==> src/rtl/nfs_pkg.sv <==
// Package for the network fault supervisor: register map, field layout,
// reset values, timing constants and state encoding.
// Assumes a 10 MHz pclk and an APB master with 32-bit data.
package nfs_pkg;

  // Clock and timing
  localparam int unsigned CLK_HZ           = 10_000_000;
  localparam int unsigned HOLD_TICK_MS     = 10;
  localparam int unsigned HOLD_TICK_CYCLES = CLK_HZ / 1000 * HOLD_TICK_MS;

  // Hold time, in 10 ms ticks
  localparam int unsigned HOLD_W           = 11;
  localparam logic [HOLD_W-1:0] HOLD_MIN   = 11'h001;
  localparam logic [HOLD_W-1:0] HOLD_MAX   = 11'h7d0;
  localparam logic [HOLD_W-1:0] HOLD_RESET = 11'h00a;

  // Register byte offsets
  localparam logic [7:0] OFS_CTRL       = 8'h00;
  localparam logic [7:0] OFS_HOLD       = 8'h04;
  localparam logic [7:0] OFS_STATUS     = 8'h08;
  localparam logic [7:0] OFS_IRQ_STATUS = 8'h0c;
  localparam logic [7:0] OFS_IRQ_ENABLE = 8'h10;
  localparam logic [7:0] OFS_IRQ_CLEAR  = 8'h14;
  localparam logic [7:0] OFS_CFG_STAGE  = 8'h18;
  localparam logic [7:0] OFS_CFG_ACTIVE = 8'h1c;
  localparam logic [7:0] OFS_COMMAND    = 8'h20;

  // Control register fields
  localparam int unsigned CTRL_ACTION_LSB = 0;
  localparam int unsigned CTRL_LINKFN_LSB = 2;
  localparam int unsigned CTRL_WARN_BIT   = 4;
  localparam logic [4:0]  CTRL_RESET      = 5'h00;

  // Status register fields
  localparam int unsigned STAT_LIGHT_BIT  = 0;
  localparam int unsigned STAT_HEAVY_BIT  = 1;
  localparam int unsigned STAT_TRIP_BIT   = 2;
  localparam int unsigned STAT_WARN_BIT   = 3;
  localparam int unsigned STAT_HOLD_BIT   = 4;
  localparam int unsigned STAT_LINKOP_BIT = 5;
  localparam int unsigned STAT_SUB_LSB    = 8;

  // Interrupt bits
  localparam int unsigned IRQ_W         = 4;
  localparam int unsigned IRQ_TRIP_BIT  = 0;
  localparam int unsigned IRQ_LIGHT_BIT = 1;
  localparam int unsigned IRQ_RECOV_BIT = 2;
  localparam int unsigned IRQ_WARN_BIT  = 3;

  // Command register: bit 0 is a software reset command
  localparam int unsigned CMD_RESET_BIT = 0;

  // Link configuration staging
  localparam int unsigned CFG_W          = 16;
  localparam logic [CFG_W-1:0] CFG_RESET = 16'h0000;

  // Alarm subcodes
  localparam logic [7:0] SUB_NONE  = 8'h00;
  localparam logic [7:0] SUB_LIGHT = 8'h01;
  localparam logic [7:0] SUB_HEAVY = 8'h04;

  // Error action and link function codes
  localparam logic [1:0] ACT_TRIP_NOW  = 2'h0;
  localparam logic [1:0] ACT_HOLD_TRIP = 2'h1;
  localparam logic [1:0] ACT_HOLD_RECV = 2'h2;
  localparam logic [1:0] ACT_CONTINUE  = 2'h3;
  localparam logic [1:0] LINKFN_CMD    = 2'h2;
  localparam logic [1:0] LINKFN_ALL    = 2'h3;

  localparam int unsigned SPEED_W = 16;

  typedef enum logic [3:0] {
    NFS_NORMAL = 4'b0001,
    NFS_HOLD   = 4'b0010,
    NFS_RIDE   = 4'b0100,
    NFS_TRIP   = 4'b1000
  } nfs_state_e;

endpackage

==> src/rtl/nfs_supervisor.sv <==
// Network fault supervisor: classifies fieldbus link alarms, applies the
// selected error response, holds link commands and manages trip reset.
// Assumes alarm, enable and reset-key inputs are asynchronous pins, and the
// link command strobe comes from card logic on pclk.
// Function
// Action 0 trips at once on light alarm
// Action 1 rides through, trips at timeout
// Action 1 follows recovered link, still trips
// Action 2 trips only if alarm persists
// Action 3 never trips on light alarm
// Ride-through keeps last run and speed
// Hold time 0.01-20.00 s, default 0.10 s
// Hold time used only in actions 1,2
// Master loss, break, data error are light
// Card failure is heavy, trips at once
// Light fault only while link operation enabled
// Subcode records first cause, 01 or 04
// Light clears on recovery or disable+reset
// Heavy clears on cause removed plus reset
// Reset from key, digital input, or link
// Warning definition continues instead of tripping
// Timer starts at onset, 10 ms ticks
// Link configuration applied only when stopped
module nfs_supervisor
  import nfs_pkg::*;
#(
  parameter int unsigned TICK_CYCLES = HOLD_TICK_CYCLES
) (
  // Clock, reset, enable
  input  wire logic               pclk,
  input  wire logic               presetn,
  input  wire logic               clk_en,
  // APB slave
  input  wire logic               psel,
  input  wire logic               penable,
  input  wire logic               pwrite,
  input  wire logic [7:0]         paddr,
  input  wire logic [31:0]        pwdata,
  output logic      [31:0]        prdata,
  output logic                    pready,
  output logic                    pslverr,
  // Alarm pins from the interface card
  input  wire logic               link_master_lost,
  input  wire logic               link_break,
  input  wire logic               link_data_error,
  input  wire logic               card_failure,
  input  wire logic               card_misinstalled,
  input  wire logic               link_enable_input,
  // Reset sources
  input  wire logic               reset_key,
  input  wire logic               reset_dinput,
  input  wire logic               link_reset_req,
  // Link commands
  input  wire logic               link_rx_valid,
  input  wire logic               link_run_cmd,
  input  wire logic [SPEED_W-1:0] link_speed_cmd,
  // Drive control
  output logic                    drive_run,
  output logic      [SPEED_W-1:0] drive_speed,
  output logic                    net_fault_trip,
  output logic                    net_fault_warning,
  output logic      [7:0]         fault_subcode,
  output logic      [CFG_W-1:0]   link_cfg_active,
  output logic                    irq
);

  localparam int unsigned PRE_W = (TICK_CYCLES > 1) ? $clog2(TICK_CYCLES) : 1;

  if (TICK_CYCLES < 1) begin : g_chk
    $error("TICK_CYCLES must be at least 1");
  end

  function automatic logic in_hold_range(input logic [31:0] v);
    return (v >= 32'(HOLD_MIN)) && (v <= 32'(HOLD_MAX));
  endfunction

  // Registers
  logic [4:0]        ctrl_reg;
  logic [HOLD_W-1:0] hold_reg;
  logic [IRQ_W-1:0]  irq_status_reg;
  logic [IRQ_W-1:0]  irq_enable_reg;
  logic [CFG_W-1:0]  cfg_stage_reg;
  logic [CFG_W-1:0]  cfg_active_reg;
  logic              sw_reset_reg;

  // Synchronisers
  logic [5:0] pin_s1_reg;
  logic [5:0] pin_s2_reg;
  logic [1:0] rst_s1_reg;
  logic [1:0] rst_s2_reg;
  logic [1:0] rst_s3_reg;

  // Supervisor state
  nfs_state_e        state_reg;
  nfs_state_e        state_next;
  logic [PRE_W-1:0]  pre_reg;
  logic [HOLD_W-1:0] tick_cnt_reg;
  logic              recovered_reg;
  logic              warn_reg;
  logic              light_prev_reg;
  logic [7:0]        subcode_reg;
  logic              run_hold_reg;
  logic [SPEED_W-1:0] speed_hold_reg;

  logic [1:0] action;
  logic [1:0] link_fn;
  logic       warn_def;
  logic       light_now;
  logic       heavy_now;
  logic       link_op;
  logic       light_fault;
  logic       light_onset;
  logic       reset_cmd;
  logic       tick;
  logic       timer_done;
  logic       to_trip_light;
  logic       to_trip_heavy;
  logic       trip_clear;

  assign action   = ctrl_reg[CTRL_ACTION_LSB +: 2];
  assign link_fn  = ctrl_reg[CTRL_LINKFN_LSB +: 2];
  assign warn_def = ctrl_reg[CTRL_WARN_BIT];

  // Two-stage synchronisers for asynchronous pins
  always_ff @(posedge pclk or negedge presetn) begin
    if (!presetn) begin
      pin_s1_reg <= 6'h00;
      pin_s2_reg <= 6'h00;
      rst_s1_reg <= 2'h0;
      rst_s2_reg <= 2'h0;
      rst_s3_reg <= 2'h0;
    end else if (clk_en) begin
      pin_s1_reg <= {link_enable_input, card_misinstalled, card_failure,
                     link_data_error, link_break, link_master_lost};
      pin_s2_reg <= pin_s1_reg;
      rst_s1_reg <= {reset_dinput, reset_key};
      rst_s2_reg <= rst_s1_reg;
      rst_s3_reg <= rst_s2_reg;
    end
  end

  assign light_now   = |pin_s2_reg[2:0];
  assign heavy_now   = |pin_s2_reg[4:3];
  assign link_op     = ((link_fn == LINKFN_CMD) || (link_fn == LINKFN_ALL)) && pin_s2_reg[5];
  assign light_fault = light_now && link_op;
  assign light_onset = light_fault && !light_prev_reg;
  // Rising edges of key and digital input, link request, or software command
  assign reset_cmd   = (|(rst_s2_reg & ~rst_s3_reg)) || link_reset_req || sw_reset_reg;

  // 10 ms tick prescaler, restarted at alarm onset
  assign tick       = (pre_reg == PRE_W'(TICK_CYCLES - 1));
  assign timer_done = tick && (tick_cnt_reg >= hold_reg - HOLD_W'(1));

  always_ff @(posedge pclk or negedge presetn) begin
    if (!presetn) begin
      pre_reg      <= '0;
      tick_cnt_reg <= '0;
    end else if (clk_en) begin
      if (light_onset || state_reg != NFS_HOLD) begin
        pre_reg      <= '0;
        tick_cnt_reg <= '0;
      end else if (tick) begin
        pre_reg      <= '0;
        tick_cnt_reg <= tick_cnt_reg + HOLD_W'(1);
      end else begin
        pre_reg <= pre_reg + PRE_W'(1);
      end
    end
  end

  assign to_trip_heavy = heavy_now;

  // Next state
  always_comb begin
    state_next    = state_reg;
    to_trip_light = 1'b0;
    trip_clear    = 1'b0;
    case (state_reg)
      NFS_NORMAL: begin
        if (to_trip_heavy) begin
          state_next = NFS_TRIP;
        end else if (light_onset) begin
          if (warn_def || action == ACT_CONTINUE) begin
            state_next = NFS_RIDE;
          end else if (action == ACT_TRIP_NOW) begin
            state_next    = NFS_TRIP;
            to_trip_light = 1'b1;
          end else begin
            state_next = NFS_HOLD;
          end
        end
      end
      NFS_HOLD: begin
        if (to_trip_heavy) begin
          state_next = NFS_TRIP;
        end else if (!link_op) begin
          state_next = NFS_NORMAL;
        end else if (action == ACT_HOLD_RECV && !light_now) begin
          state_next = NFS_NORMAL;
        end else if (timer_done) begin
          state_next    = NFS_TRIP;
          to_trip_light = 1'b1;
        end
      end
      NFS_RIDE: begin
        if (to_trip_heavy) begin
          state_next = NFS_TRIP;
        end else if (!light_fault) begin
          state_next = NFS_NORMAL;
        end
      end
      NFS_TRIP: begin
        if (subcode_reg == SUB_HEAVY) begin
          trip_clear = !heavy_now && reset_cmd;
        end else begin
          trip_clear = !heavy_now && (!light_now || (!link_op && reset_cmd));
        end
        if (trip_clear) begin
          state_next = NFS_NORMAL;
        end
      end
      default: state_next = NFS_NORMAL;
    endcase
  end

  always_ff @(posedge pclk or negedge presetn) begin
    if (!presetn) begin
      state_reg      <= NFS_NORMAL;
      light_prev_reg <= 1'b0;
    end else if (clk_en) begin
      state_reg      <= state_next;
      light_prev_reg <= light_fault;
    end
  end

  // Recovery within hold period in action 1
  always_ff @(posedge pclk or negedge presetn) begin
    if (!presetn) begin
      recovered_reg <= 1'b0;
    end else if (clk_en) begin
      if (state_reg != NFS_HOLD || light_onset) begin
        recovered_reg <= 1'b0;
      end else if (!light_now) begin
        recovered_reg <= 1'b1;
      end
    end
  end

  // Warning indication for continued running
  always_ff @(posedge pclk or negedge presetn) begin
    if (!presetn) begin
      warn_reg <= 1'b0;
    end else if (clk_en) begin
      if (state_reg == NFS_NORMAL && light_onset && warn_def) begin
        warn_reg <= 1'b1;
      end else if (state_next != NFS_RIDE) begin
        warn_reg <= 1'b0;
      end
    end
  end

  // Subcode of first cause, kept until trip clears
  always_ff @(posedge pclk or negedge presetn) begin
    if (!presetn) begin
      subcode_reg <= SUB_NONE;
    end else if (clk_en) begin
      if (state_reg != NFS_TRIP && state_next == NFS_TRIP) begin
        subcode_reg <= to_trip_heavy ? SUB_HEAVY : SUB_LIGHT;
      end else if (trip_clear) begin
        subcode_reg <= SUB_NONE;
      end
    end
  end

  // Commands are taken only while the link is healthy
  always_ff @(posedge pclk or negedge presetn) begin
    if (!presetn) begin
      run_hold_reg   <= 1'b0;
      speed_hold_reg <= '0;
    end else if (clk_en) begin
      if (link_rx_valid && !light_now) begin
        run_hold_reg   <= link_run_cmd;
        speed_hold_reg <= link_speed_cmd;
      end
    end
  end

  assign drive_run         = run_hold_reg && (state_reg != NFS_TRIP);
  assign drive_speed       = speed_hold_reg;
  assign net_fault_trip    = (state_reg == NFS_TRIP);
  assign net_fault_warning = warn_reg;
  assign fault_subcode     = subcode_reg;
  assign link_cfg_active   = cfg_active_reg;

  // APB access decode
  logic       wr_en;
  logic       rd_en;
  logic       addr_ok;
  logic [IRQ_W-1:0] irq_events;

  assign pready  = 1'b1;
  assign wr_en   = psel && penable && pwrite;
  assign rd_en   = psel && penable && !pwrite;

  always_comb begin
    if (paddr == OFS_CTRL || paddr == OFS_HOLD || paddr == OFS_STATUS) begin
      addr_ok = 1'b1;
    end else if (paddr == OFS_IRQ_STATUS || paddr == OFS_IRQ_ENABLE || paddr == OFS_IRQ_CLEAR) begin
      addr_ok = 1'b1;
    end else if (paddr == OFS_CFG_STAGE || paddr == OFS_CFG_ACTIVE || paddr == OFS_COMMAND) begin
      addr_ok = 1'b1;
    end else begin
      addr_ok = 1'b0;
    end
  end

  assign pslverr = psel && penable && !addr_ok;

  // Writable registers
  always_ff @(posedge pclk or negedge presetn) begin
    if (!presetn) begin
      ctrl_reg       <= CTRL_RESET;
      hold_reg       <= HOLD_RESET;
      irq_enable_reg <= '0;
      cfg_stage_reg  <= CFG_RESET;
      sw_reset_reg   <= 1'b0;
    end else if (clk_en) begin
      sw_reset_reg <= 1'b0;
      if (wr_en && paddr == OFS_CTRL) begin
        ctrl_reg <= pwdata[4:0];
      end else if (wr_en && paddr == OFS_HOLD) begin
        if (in_hold_range(pwdata)) begin
          hold_reg <= pwdata[HOLD_W-1:0];
        end
      end else if (wr_en && paddr == OFS_IRQ_ENABLE) begin
        irq_enable_reg <= pwdata[IRQ_W-1:0];
      end else if (wr_en && paddr == OFS_CFG_STAGE) begin
        cfg_stage_reg <= pwdata[CFG_W-1:0];
      end else if (wr_en && paddr == OFS_COMMAND) begin
        sw_reset_reg <= pwdata[CMD_RESET_BIT];
      end
    end
  end

  // Staged configuration taken over only while the drive is stopped
  always_ff @(posedge pclk or negedge presetn) begin
    if (!presetn) begin
      cfg_active_reg <= CFG_RESET;
    end else if (clk_en) begin
      if (!drive_run) begin
        cfg_active_reg <= cfg_stage_reg;
      end
    end
  end

  // Sticky interrupt status; a new event wins over a clear
  assign irq_events[IRQ_TRIP_BIT]  = (state_reg != NFS_TRIP) && (state_next == NFS_TRIP);
  assign irq_events[IRQ_LIGHT_BIT] = light_onset;
  assign irq_events[IRQ_RECOV_BIT] = !light_fault && light_prev_reg;
  assign irq_events[IRQ_WARN_BIT]  = !warn_reg && (state_reg == NFS_NORMAL) && light_onset && warn_def;

  always_ff @(posedge pclk or negedge presetn) begin
    if (!presetn) begin
      irq_status_reg <= '0;
    end else if (clk_en) begin
      if (wr_en && paddr == OFS_IRQ_CLEAR) begin
        irq_status_reg <= (irq_status_reg & ~pwdata[IRQ_W-1:0]) | irq_events;
      end else begin
        irq_status_reg <= irq_status_reg | irq_events;
      end
    end
  end

  assign irq = |(irq_status_reg & irq_enable_reg);

  // Read data
  logic [31:0] status_word;

  always_comb begin
    status_word = 32'h0000_0000;
    status_word[STAT_LIGHT_BIT]          = light_now;
    status_word[STAT_HEAVY_BIT]          = heavy_now;
    status_word[STAT_TRIP_BIT]           = net_fault_trip;
    status_word[STAT_WARN_BIT]           = warn_reg;
    status_word[STAT_HOLD_BIT]           = (state_reg == NFS_HOLD);
    status_word[STAT_LINKOP_BIT]         = link_op;
    status_word[STAT_SUB_LSB +: 8]       = subcode_reg;
  end

  always_ff @(posedge pclk or negedge presetn) begin
    if (!presetn) begin
      prdata <= 32'h0000_0000;
    end else if (clk_en) begin
      if (psel && !penable && !pwrite) begin
        if (paddr == OFS_CTRL) begin
          prdata <= {27'h000_0000, ctrl_reg};
        end else if (paddr == OFS_HOLD) begin
          prdata <= {21'h00_0000, hold_reg};
        end else if (paddr == OFS_STATUS) begin
          prdata <= status_word;
        end else if (paddr == OFS_IRQ_STATUS) begin
          prdata <= {28'h000_0000, irq_status_reg};
        end else if (paddr == OFS_IRQ_ENABLE) begin
          prdata <= {28'h000_0000, irq_enable_reg};
        end else if (paddr == OFS_CFG_STAGE) begin
          prdata <= {16'h0000, cfg_stage_reg};
        end else if (paddr == OFS_CFG_ACTIVE) begin
          prdata <= {16'h0000, cfg_active_reg};
        end else begin
          prdata <= 32'h0000_0000;
        end
      end
    end
  end

  logic unused_rd;
  assign unused_rd = rd_en;

endmodule

==> config.mk <==
export PLATFORM = sky130hd
export DESIGN_NAME = nfs_supervisor
export DESIGN_NICKNAME = d
export VERILOG_FILES = /design/src/rtl/nfs_pkg.sv /design/src/rtl/nfs_supervisor.sv
export SDC_FILE = /design/constraint.sdc
export NUM_CORES = 1
export LEC_CHECK = 0
export BUFFER_PORTS_ARGS = -buffer_cell sky130_fd_sc_hd__buf_2
export CAP_MARGIN = 20
export CORE_ASPECT_RATIO = 1.25
export CORE_MARGIN = 5
export CORE_UTILIZATION = 57
export DETAILED_ROUTE_END_ITERATION = 16
export GPL_ROUTABILITY_DRIVEN = 1
export PLACE_DENSITY = 0.78
export SLEW_MARGIN = 20
export SYNTH_ARGS = -nofsm -noshare
export SYNTH_HDL_FRONTEND = slang
export SYNTH_SLANG_ARGS = --single-unit
export TNS_END_PERCENT = 1
==> constraint.sdc <==
create_clock -name pclk -period 5.2 [get_ports pclk]
set_input_delay 1.3 -clock pclk [delete_from_list [all_inputs] [get_ports pclk]]
set_output_delay 1.3 -clock pclk [all_outputs]
set_load 0.01 [all_outputs]
Word level (Yosys, flattened, before mapping)
Index checks and enable logic that the tools add are counted.
- $add $sub $neg: 3
- magnitude comparators: 3
- eq/ne operators: 22
- muxes and demuxes: 40
- bitwise operators: 11
- reductions and logical operators: 69
- operators with widths (operator ; count):
    16-bit 2-to-1 mux ; 7
    4-bit 2-to-1 mux ; 12
    17-bit 2-to-1 mux ; 2
    8-bit by 5-bit equality test with 1-bit output (second input constant) ; 4
    32-bit by 1-bit greater-or-equal comparator with 1-bit output (second input constant) ; 1
    32-bit by 11-bit <= comparator with 1-bit output (second input constant) ; 1
    1-bit logical AND ; 29
    11-bit 2-to-1 mux ; 2
    17-bit by 1-bit adder with 17-bit output (second input constant) ; 1
    17-bit equality test (second input constant) ; 1
    8-bit by 3-bit equality test with 1-bit output (second input constant) ; 2
    8-bit by 4-bit equality test with 1-bit output (second input constant) ; 2
    8-bit 2-to-1 mux ; 2
    4-bit case mux with 4 select lines ; 1
    2-bit AND reduction ; 7
    1-bit 2-to-1 mux ; 13
    1-bit logical OR ; 12
    11-bit by 1-bit adder with 11-bit output (second input constant) ; 1
    11-bit greater-or-equal comparator ; 1
    11-bit by 1-bit subtractor with 11-bit output (second input constant) ; 1
    1-bit logical NOT ; 9
    4-bit bitwise AND ; 2
    2-bit equality test (second input constant) ; 4
    4-bit equality test (second input constant) ; 2
    21 further kinds ; 29
- register bits after elaboration: 166
- input port bits: 73
- output and inout bits: 78
- word-level logic and storage cells: 169

Longest topological paths before layout
Gate-level depths: netlist of run 1.
- depth in word-level cells: 16
- depth in mapped cells: 12
- depth with buffers taken out: 12

Worst setup path before layout of run 1
OpenSTA, ideal clock, no wires.
- path type: input to output
- start point: in paddr[3]
- end point: out pslverr
- arrival time: 2.141 ns
- data required time: 3.900 ns
- path slack: 1.759 ns
- stages: 4
- buffers on the path: 2
- cell sequence: clkbuf_1 clkbuf_1 o31ai_1 a21oi_1
- cells in the longest elaborated chain, start to end: 8
- elaborated cells between the ends (all ways): 20
- those cells by class: eq/ne (8); mux (3); reduce/logical (9)
- RTL lines (what ; line ; source):
    start: declaration ; nfs_supervisor.sv:37 ; input wire logic [7:0] paddr,
    8-bit by 5-bit equality test with 1-bit output ; nfs_supervisor.sv:310 ; end else if (paddr == OFS_CFG_STAGE || paddr == OFS_CFG_ACTIVE || paddr == OFS_COMMAND) begin
    1-bit logical OR (2 in a row) ; nfs_supervisor.sv:310 ;
    1-bit 2-to-1 mux ; nfs_supervisor.sv:310 ;
    1-bit 2-to-1 mux ; nfs_supervisor.sv:308 ; end else if (paddr == OFS_IRQ_STATUS || paddr == OFS_IRQ_ENABLE || paddr == OFS_IRQ_CLEAR) begin
    1-bit 2-to-1 mux * ; nfs_supervisor.sv:306 ; if (paddr == OFS_CTRL || paddr == OFS_HOLD || paddr == OFS_STATUS) begin
    1-bit logical NOT * ; nfs_supervisor.sv:317 ; assign pslverr = psel && penable && !addr_ok;
    1-bit logical AND * ; nfs_supervisor.sv:317 ;
    end: declaration ; nfs_supervisor.sv:41 ; output logic pslverr,
Mark *: on every way between the ends. The rest lies on a longest branch, timed or not.

Worst setup path in the final report of run 1
- start point: in paddr[7]
- end point: out pslverr
Same word-level chain as after synthesis.

==> reports/results.ini, run 1 <==
[floorplan]
coreArea_mm2=0.0128
ioPinCount=151
die_height_um=138
row_count=46
die_area_mm2=0.0155
start_util_pct=58.3
die_x_um=112

[power_and_ir_drop]
power_leakage_nw=4.17
finalPower_mw=3.06
powerDensity_mw_per_mm2=349
peakVddDrop_mv=0.287

[place]
gp_congestion=0.976
io_buffers=127
placed_cells=985
hpwlAfterDp_mm=14.5

[sta]
max_slew_margin_pct=38.0
setup_viol=0
fmax_mhz=295
min_period_ps=3390
maxSlewViolCount=0
tightest_slew_ps=918
hold_viol=0
fin_setup_tns_ps=0
clock_skew_ps=10.6
rsz0062_at_grt=false
post-route-period-util_pct=65.3

[worst_setup_path]
crit_path_end_kind=output pin
critPathKind=in -> out
crit_top_cell=buf_2
crit_chain=buf_2 > nor4_4 > a21oi_1 > buf_2
max_stage_delay_ps=400
crit_path_start_kind=input port
timing.critical_path.from=paddr[7]
reg2reg_to=fault_subcode[2]
path_max_fanout=6
reg2reg_depth=11
cp_slowest_cell=nor4_4
r2r_slack_ps=2180
rr_startpoint=hold_reg[2]
arrival_ps=2090
crit_required_ps=3900

[global_routing]
grt_overflow=0
grt_max_degree=91
grt_pass1_vias=6449
grt_antenna_before_repair=0
grt_use_total_pct=26.8
grt_pass1_wl_mm=33.0

[yosys]
synth_edf_count=0
ys_seq_elements=144
synth_top_area_share_pct=47.4
yosysTopAreaCell=dfrtp_1
async_flop_share_pct=100
ys_seq_area_share_pct=48.4
syn_area_per_cell_um2=10.5
syn_area_mm2=0.00745
synthFlopType=dfrtp_1
netlist_instances=711
yosysMostFrequentCell=dfrtp_1
ys_types=69
synth_area_leaders=dfrtp_1 (47%), mux2_2 (13%), nand2_1 (3.7%)
ys_warn_count=0
yosys-top-cells-count=dfrtp_1 (141), mux2_2 (86), nand2_1 (74)

[final_layout]
fillers=1017
layout.cells.non_filler=1017
n_antenna_cell=0
fin_nets=923
largest_register_ffs=17
drive_gt1_share_pct=30.9
synthToLayoutAreaGrowth_pct=17.6

[job]
drv_cap=0

[clock_network]
cts_buffers=17
cts_resized=0
cts_sinks=144
post_cts_buffers=0
root_buffer=clkbuf_16
cts_hold_buffers=0
clockBufferDepth=2
htree_levels=4
clkLatencyLatePin_ps=430
clk_pin_slew_ps=60
cts_tree=built

[worst_hold_path]
min_to=prdata[2]
holdCritStartpoint=prdata[2]
holdPathStages=2
hold_class=reg -> reg

[drt]
drt_first_pass_iters=7
postRouteAntennaNets=0
drcViolationCount=0
drtIter0Drc=531
finalWirelength_mm=19.7
viasPerCell=6.02
drt-wirelength-per-cell_um=19.4
num_vias=6124

[outcome]
status=complete, no violations

[worst max-delay path, delay by kind of cell]
| kind | cells | cell delay (ps) |
|---|---|---|
| buffers and inverters | 2 | 290 |
| AO/OA/AOI/OAI | 1 | 100 |
| AND/OR/NAND/NOR | 1 | 400 |
[how the worst max path moves through the flow]
stage,to,slack [ps]
final,pslverr,1810
after CTS,pslverr,1810
after global placement,cfg_stage_reg[12],1640
after floorplan,pslverr,1760
after global routing,cfg_stage_reg[6],1700
after detailed placement,cfg_stage_reg[2],1570
[through the flow]
step	hold slack, ps	util, %	instance area, um2	setup WS [ps]
5_1_grt	523	68.6	8760	1700
3_5_place_dp	471	63.7	8150	1570
3_3_place_gp	466	63.7	8150	1640
6_report	482	68.6	8760	1810
4_1_cts	489	68.6	8760	1810
2_1_floorplan	453	-	7530	1760
[logic make-up (layout without fill, tap and decap cells)]
family / count (synthesis) / after routing / synth area share [%]
fa+ha+maj: 14 / 14 / 2.35
simple gates: 233 / 233 / 15.9
other cells: 2 / 23 / 0.101
compound gates: 145 / 145 / 12.8
mux: 89 / 89 / 13.4
xor+xnor: 21 / 21 / 2.47
flops: 144 / 144 / 48.4
buf+inv: 63 / 180 / 4.55
[where the power goes]
group / total (mW) / internal, mW / leakage, nW / switching (mW)
clock: 1.27 / 0.784 / 0.287 / 0.482
combinational: 0.482 / 0.218 / 1.99 / 0.264
sequential: 1.31 / 1.23 / 1.90 / 0.0789
[layout by cell type (no fill, tap or decap), types with 4 or more instances in the layout]
master      instances
a211oi_1            4
clkinvlp_4          4
a21oi_1            30
clkbuf_16          17
nor2_1             47
o31ai_1             5
nand4_1            12
xor2_1             14
o211ai_1            4
nor4b_1             5
and2_1              4
a22o_1             10
dfrtp_1           141
a22oi_1             9
nor3_1             11
mux2_2             86
nand2b_1            7
a31oi_1             7
nor2b_1             7
o2bb2ai_1           6
and3_1              8
o21ai_0            45
or3_1               4
nor4_1             11
nand2_1            74
xnor2_1             7
buf_4               7
nand3_1            25
buf_2             126
conb_1             23
ha_1               14
inv_1              14
[per-layer routing]
layer  wire length (um)  vias up  track usage, %
li1                   -     2803               -
met4                518        0            9.35
met3               1230       50            7.03
met1               7800     3045            32.6
met5                  0        -               0
met2              10200      226            46.3
[area by class of cell]
type                    count  area [um2]  share of cell area, %
clock buffers              21         460                   5.26
clock inverters            11         155                   1.77
inverters                  14        52.6                  0.600
multi-input cells         525        3580                   40.9
flip-flops and latches    144        3610                   41.2
well taps                 168         210                   2.40
repair buffers            134         694                   7.93
No activity file was read; power rests on OpenSTA's default activity.
==> run 2: changes to the inputs <==
--- a/config.mk
+++ b/config.mk
@@ -5,14 +5,15 @@
 export SDC_FILE = /design/constraint.sdc
 export NUM_CORES = 1
 export LEC_CHECK = 0
+export ABC_AREA = 1
 export BUFFER_PORTS_ARGS = -buffer_cell sky130_fd_sc_hd__buf_2
 export CAP_MARGIN = 20
 export CORE_ASPECT_RATIO = 1.25
 export CORE_MARGIN = 5
-export CORE_UTILIZATION = 57
+export CORE_UTILIZATION = 56
 export DETAILED_ROUTE_END_ITERATION = 16
 export GPL_ROUTABILITY_DRIVEN = 1
-export PLACE_DENSITY = 0.78
+export PLACE_DENSITY = 0.77
 export SLEW_MARGIN = 20
 export SYNTH_ARGS = -nofsm -noshare
 export SYNTH_HDL_FRONTEND = slang
==> constraint.sdc (replaced) <==
create_clock -name pclk -period 3.3 [get_ports pclk]
set_input_delay 0.825 -clock pclk [delete_from_list [all_inputs] [get_ports pclk]]
set_output_delay 0.825 -clock pclk [all_outputs]
set_load 0.01 [all_outputs]
==> reports/results.ini, run 2 <==
[outcome]
status=complete, no violations

[yosys]
yosys-top-cells-count=nand2_1 (254), dfrtp_1 (141), inv_1 (115)
synthAdderAreaFrac_pct=2.31  ; -0.041 points
synth_top_family_by_area=simple AND/OR/NAND/NOR gates
syn_area_per_cell_um2=8.05  ; -23%
syn_area_mm2=0.00758  ; +1.8%
netlist_instances=942  ; +32%
yosysMostFrequentCell=nand2_1
synthFlopType=dfrtp_1
muxShareOfSynthArea_pct=2.53  ; -11 points
async_flop_share_pct=100  ; unchanged
synth_area_leaders=dfrtp_1 (47%), nand2_1 (13%), inv_1 (5.7%)
yosysTopAreaCell=dfrtp_1
synth-simple-area-share_pct=24.8  ; +8.9 points
ys_seq_area_share_pct=47.6  ; -0.85 points
synth-compound-area-share_pct=11.2  ; -1.6 points
ys_warn_count=0  ; unchanged
ys_seq_elements=144  ; unchanged
synth_top_area_share_pct=46.5  ; -0.83 points
synth-xor-area-share_pct=1.27  ; -1.2 points
ys_types=49  ; -29%
synth_edf_count=0  ; unchanged

[job]
drv_cap=0  ; unchanged

[clock_network]
clkLatencyLatePin_ps=420  ; about the same
cts_tree=built
cts_buffers=17  ; unchanged
htree_levels=4  ; unchanged
clk_pin_slew_ps=60  ; about the same
cts_sinks=144  ; unchanged
root_buffer=clkbuf_16
clockBufferDepth=2  ; unchanged

[drt]
postRouteAntennaNets=0  ; unchanged
drt-wirelength-per-cell_um=15.0  ; -23%
viasPerCell=5.35  ; -11%
drt_first_pass_iters=6  ; -1
drcViolationCount=0  ; unchanged
finalWirelength_mm=18.8  ; -4.6%
num_vias=6720  ; +9.7%
drtIter0Drc=447  ; -16%

[sta]
fmax_mhz=345
tightest_slew_ps=797  ; -121 ps
clock_skew_ps=8.33  ; -2.26 ps
setup_viol=0  ; unchanged
holdWs_ps=390  ; -91.9 ps
min_period_ps=2900
fin_setup_tns_ps=0  ; unchanged
rsz0062_at_grt=false
maxSlewViolCount=0  ; unchanged
hold_viol=0  ; unchanged
max_slew_margin_pct=46.7  ; +8.7 points
post-route-period-util_pct=87.8

[final_layout]
largest_register_ffs=17  ; unchanged
synthToLayoutAreaGrowth_pct=17.4
n_antenna_cell=0  ; unchanged
fin_nets=1158  ; +25%
final_common_cell=nand2_1
layout_common_cells=nand2_1 (254), dfrtp_1 (141), buf_2 (126)
final_area_mm2=0.00890  ; +1.6%
drive_gt1_share_pct=20.9  ; -9.9 points

[worst_setup_path]
crit_path_start_kind=register
timing.critical_path.from=hold_reg[2]
crit_path_end_kind=register
reg2reg_to=fault_subcode[2]
crit_required_ps=3610  ; -290 ps
endpoint=fault_subcode[2]
arrival_ps=3210  ; +1120 ps
critPathKind=reg -> reg
reg2reg_depth=21  ; +10
path_max_fanout=5  ; -1
r2r_slack_ps=400  ; -1780 ps
rr_startpoint=hold_reg[2]

[power_and_ir_drop]
powerDensity_mw_per_mm2=516  ; +48%
peakVddDrop_mv=0.399  ; +39%
power_leakage_nw=4.54  ; +8.8%

[floorplan]
die_area_mm2=0.0160  ; +3.3%
die_height_um=140  ; +1.7%
start_util_pct=57.0  ; -1.3 points
coreArea_mm2=0.0133  ; +4.0%
die_x_um=114  ; +1.6%
row_count=47  ; +2.2%
ioPinCount=151  ; unchanged

[global_routing]
grt_use_total_pct=24.4  ; -2.4 points
grt_pass1_wl_mm=31.4  ; -4.6%
grt_util_met3_pct=5.61  ; -1.4 points
use_met1_pct=31.1  ; -1.5 points
grt_max_degree=66  ; -27%
busiest_layer=met2
grt_overflow=0  ; unchanged
grt_antenna_before_repair=0  ; unchanged
grt_pass1_vias=6511  ; +0.96%
met2_usage_pct=40.3  ; -6.0 points

[place]
dpl_cell_area_mm2=0.00828  ; +1.7%
gp_congestion=0.910  ; -6.8%
hpwlAfterDp_mm=13.9  ; -4.3%
io_buffers=127  ; unchanged

[worst_hold_path]
hold_class=in -> async

==> run 2: cell families (layout without fill, tap and decap cells) <==
kind of cell / count (synthesis) / count (layout)
simple gates: 422 / 422
buf+inv: 171 / 292
mux: 17 / 17
xor+xnor: 11 / 11
other cells: 2 / 23
flops: 144 / 144
compound gates: 161 / 161
fa+ha+maj: 14 / 14
==> run 2: worst min path at each step <==
| stage | to | slack (ps) | depth (start not counted) | from |
|---|---|---|---|---|
| after floorplan | pin_s1_reg[0] | 440 | 2 | pin_s1_reg[0] |
| after global placement | pin_s1_reg[5] | 460 | 2 | pin_s1_reg[5] |
| after detailed placement | pin_s2_reg[3] | 460 | 2 | pin_s2_reg[3] |
| after CTS | pre_reg[9] | 400 | 1 | presetn |
| after global routing | pre_reg[6] | 430 | 1 | presetn |
| final | pre_reg[6] | 390 | 1 | presetn |
==> run 2: power breakdown <==
| part | total (mW) | switching, mW | internal, mW |
|---|---|---|---|
| registers | 1.99 | 0.0866 | 1.90 |
| clock network | 1.99 | 0.755 | 1.23 |
| logic | 0.623 | 0.385 | 0.237 |
| total | 4.60 | 1.23 | 3.37 |
==> run 2: area by class of cell <==
| class | instances | area (um2) |
|---|---|---|
| Fill cell | 1157 | 4390 |
| Inverter | 123 | 465 |
| Timing Repair Buffer | 137 | 717 |
| Clock buffer | 20 | 457 |
| Clock inverter | 12 | 159 |
| Multi-Input combinational cell | 648 | 3280 |
| Tap cell | 171 | 214 |
| Sequential cell | 144 | 3610 |
==> run 2: layer usage <==
layer  up-vias  routed length (um)  share of wire (%)
met5         -                   0                  0
met4         0                 446                2.4
met3        44                1130                6.0
met2       245                9400                 50
met1      3162                7840                 42
li1       3269                   -                  -
==> run 2: through the flow <==
step | utilization (%) | cells | setup WS (ps) | total power, mW
2_1_floorplan | - | 963 | 658 | 2.38
3_3_place_gp | 62.3 | 1223 | 511 | 2.63
3_5_place_dp | 62.3 | 1223 | 398 | 2.64
4_1_cts | 67.0 | 1255 | 379 | 4.63
5_1_grt | 67.0 | 1255 | 23.1 | 4.79
6_report | 67.0 | 1255 | 401 | 4.60
==> run 2: repair_timing <==
item                                    in CTS  in global routing
gates resized for setup                      0                  1
endpoints found under the setup margin       0                  2
buffers inserted                             0                  0
hold buffers                                 0                  0
==> run 2: worst max-delay path, cell delays in order, from the launching register on <==
cell and delay (ps):
dfrtp_1 430, nor2_1 110, nand2_1 80, or3_1 350, nor3_1 250, nand3_1 130
xnor2_1 150, inv_1 50, ha_1 270, nand2_1 60, nor2_1 140, nand2_1 60
nor2_1 80, nor2_1 50, nand2_1 110, nand2_1 70, nand2_1 60, nand2_1 50
nand2_1 110, nand2_1 90, nand2_1 70, nand2_1 50
==> run 3: changes to the inputs <==
--- a/config.mk
+++ b/config.mk
@@ -8,9 +8,11 @@
 export ABC_AREA = 1
 export BUFFER_PORTS_ARGS = -buffer_cell sky130_fd_sc_hd__buf_2
 export CAP_MARGIN = 20
+export CELL_PAD_IN_SITES_DETAIL_PLACEMENT = 1
+export CELL_PAD_IN_SITES_GLOBAL_PLACEMENT = 1
 export CORE_ASPECT_RATIO = 1.25
 export CORE_MARGIN = 5
-export CORE_UTILIZATION = 56
+export CORE_UTILIZATION = 41
 export DETAILED_ROUTE_END_ITERATION = 16
 export GPL_ROUTABILITY_DRIVEN = 1
 export PLACE_DENSITY = 0.77
==> reports/results.ini, run 3 (synthesis results as in run 2) <==
[outcome]
status=complete, no violations

[global_routing]
grt_max_degree=63  ; -4.5%
grt_pass1_vias=7156  ; +9.9%
grt_overflow=0  ; unchanged
grt_antenna_before_repair=0  ; unchanged
grt_use_total_pct=20.3  ; -4.1 points
grt_pass1_wl_mm=35.5  ; +13%

[final_layout]
drive_gt1_share_pct=21.2  ; +0.28 points
synthToLayoutAreaGrowth_pct=18.4
final_common_cell=nand2_1
largest_register_ffs=17  ; unchanged
layout.cells.non_filler=1312  ; +4.5%
final_area_mm2=0.00897  ; +0.80%
fin_nets=1158  ; unchanged
layout_common_cells=nand2_1 (254), dfrtp_1 (141), buf_2 (126)
n_antenna_cell=0  ; unchanged
fin_util_pct=49.4  ; -18 points

[place]
gp_congestion=0.803  ; -12%
io_buffers=127  ; unchanged
hpwlAfterDp_mm=16.0  ; +15%
dpl_cell_area_mm2=0.00835  ; +0.83%
placed_cells=1278  ; +4.5%
dpl_worst_slack_ps=252  ; -146 ps

[drt]
viasPerCell=5.09  ; -4.9%
postRouteAntennaNets=0  ; unchanged
drcViolationCount=0  ; unchanged
drtIter0Drc=291  ; -35%
num_vias=6680  ; -0.60%
drt_first_pass_iters=4  ; -2
drt-wirelength-per-cell_um=16.3  ; +8.9%
finalWirelength_mm=21.4  ; +14%

[worst_setup_path]
arrival_ps=3380  ; +170 ps
reg2reg_depth=21  ; unchanged
crit_path_end_kind=register
crit_path_start_kind=register
rr_startpoint=hold_reg[2]
critPathKind=reg -> reg
path_max_fanout=5  ; unchanged
r2r_slack_ps=230  ; -170 ps
crit_required_ps=3610  ; about the same
reg2reg_to=fault_subcode[2]

[power_and_ir_drop]
power_leakage_nw=4.53  ; -0.25%
p_clk_share_pct=42.9  ; -0.3 points
seqPwrFrac_pct=43.2  ; about the same
peakVddDrop_mv=0.403  ; +0.97%
comb_power_share_pct=13.8  ; +0.2 points
powerDensity_mw_per_mm2=510  ; -1.2%
netSwitchingFraction_pct=28.3  ; +1.6 points
power_switching_mw=1.29  ; +5.5%
internal-power_mw=3.29  ; -2.5%
finalPower_mw=4.58  ; -0.37%

[floorplan]
die_x_um=132  ; +15%
die_area_mm2=0.0213  ; +33%
row_count=55  ; +17%
start_util_pct=41.7  ; -15 points
coreArea_mm2=0.0182  ; +37%
ioPinCount=151  ; unchanged
die_height_um=162  ; +16%

[clock_network]
clockBufferDepth=2  ; unchanged
cts_tree=built
cts_buffers=17  ; unchanged
cts_sinks=144  ; unchanged
cts_hold_buffers=0  ; unchanged
clk_pin_slew_ps=60  ; about the same
htree_levels=4  ; unchanged
root_buffer=clkbuf_16
clkLatencyLatePin_ps=430  ; about the same

[worst_hold_path]
hold_class=in -> async

[sta]
setup_slack_ps=231  ; -170 ps
max_slew_margin_pct=44.7  ; -2.1 points
setup_viol=0  ; unchanged
clock_skew_ps=10.3  ; +1.95 ps
tightest_slew_ps=828  ; +31.0 ps
post-route-period-util_pct=93.0  ; +5.1 points
holdWs_ps=355  ; -35.3 ps
fin_setup_tns_ps=0  ; unchanged
min_period_ps=3070  ; +170 ps
hold_viol=0  ; unchanged
fmax_mhz=326  ; -5.5%
maxSlewViolCount=0  ; unchanged

[job]
drv_cap=0  ; unchanged

[run 3: power by group through the flow]
stage | registers [mW] | clock network [mW] | logic [mW]
final | 1.98 | 1.97 | 0.634
after global routing | 2.00 | 2.08 | 0.709
after CTS | 1.98 | 1.99 | 0.648
after detailed placement | 2.01 | 0 | 0.645
after global placement | 2.00 | 0 | 0.631
after floorplan | 2.04 | 0 | 0.340
[run 3: per-layer routing]
metal	wire (um)	part of all wire, %	up-vias	global-route usage [%]
met5	0	0	-	0
met4	299	1.4	0	5.29
met2	11200	52	132	37.1
met1	9050	42	3266	24.4
met3	831	3.9	21	4.09
li1	-	-	3261	-
[run 3: repair_timing]
action | in CTS | in global routing
gates resized for setup | 0 | 4
buffers inserted | 0 | 2
endpoints found under the hold margin | 0 | 0
setup endpoints to repair | 0 | 3
[run 3: worst max path at each step]
stage | start | end | slack, ps | cells after the start
final | hold_reg[2] | fault_subcode[2] | 230 | 21
after global routing | hold_reg[2] | fault_subcode[2] | -110 | 21
after CTS | hold_reg[0] | fault_subcode[2] | 160 | 23
after detailed placement | hold_reg[2] | fault_subcode[2] | 250 | 21
after global placement | hold_reg[2] | fault_subcode[0] | 460 | 21
after floorplan | paddr[5] | pslverr | 660 | 7
[run 3: cell type report]
| cell class | instances | area, um2 |
|---|---|---|
| inverter | 123 | 465 |
| tap | 228 | 285 |
| clock buffer | 19 | 443 |
| clock inverter | 13 | 153 |
| sequential | 144 | 3610 |
| fill | 2306 | 9190 |
| timing repair buffer | 137 | 729 |
| multi-input combinational | 648 | 3290 |
[run 3: worst max-delay path, cell delays in order, from the launching register on]
cell	delay (ps)
dfrtp_1	440
nor2_1	130
nand2_1	90
or3_1	360
nor3_2	220
nand3_1	140
xnor2_1	200
inv_1	60
ha_1	260
nand2_1	50
nor2_1	140
nand2_1	70
nor2_1	100
nor2_1	60
nand2_1	100
nand2_1	60
nand2_1	60
nand2_1	50
nand2_1	130
nand2_1	110
nand2_1	70
nand2_1	50
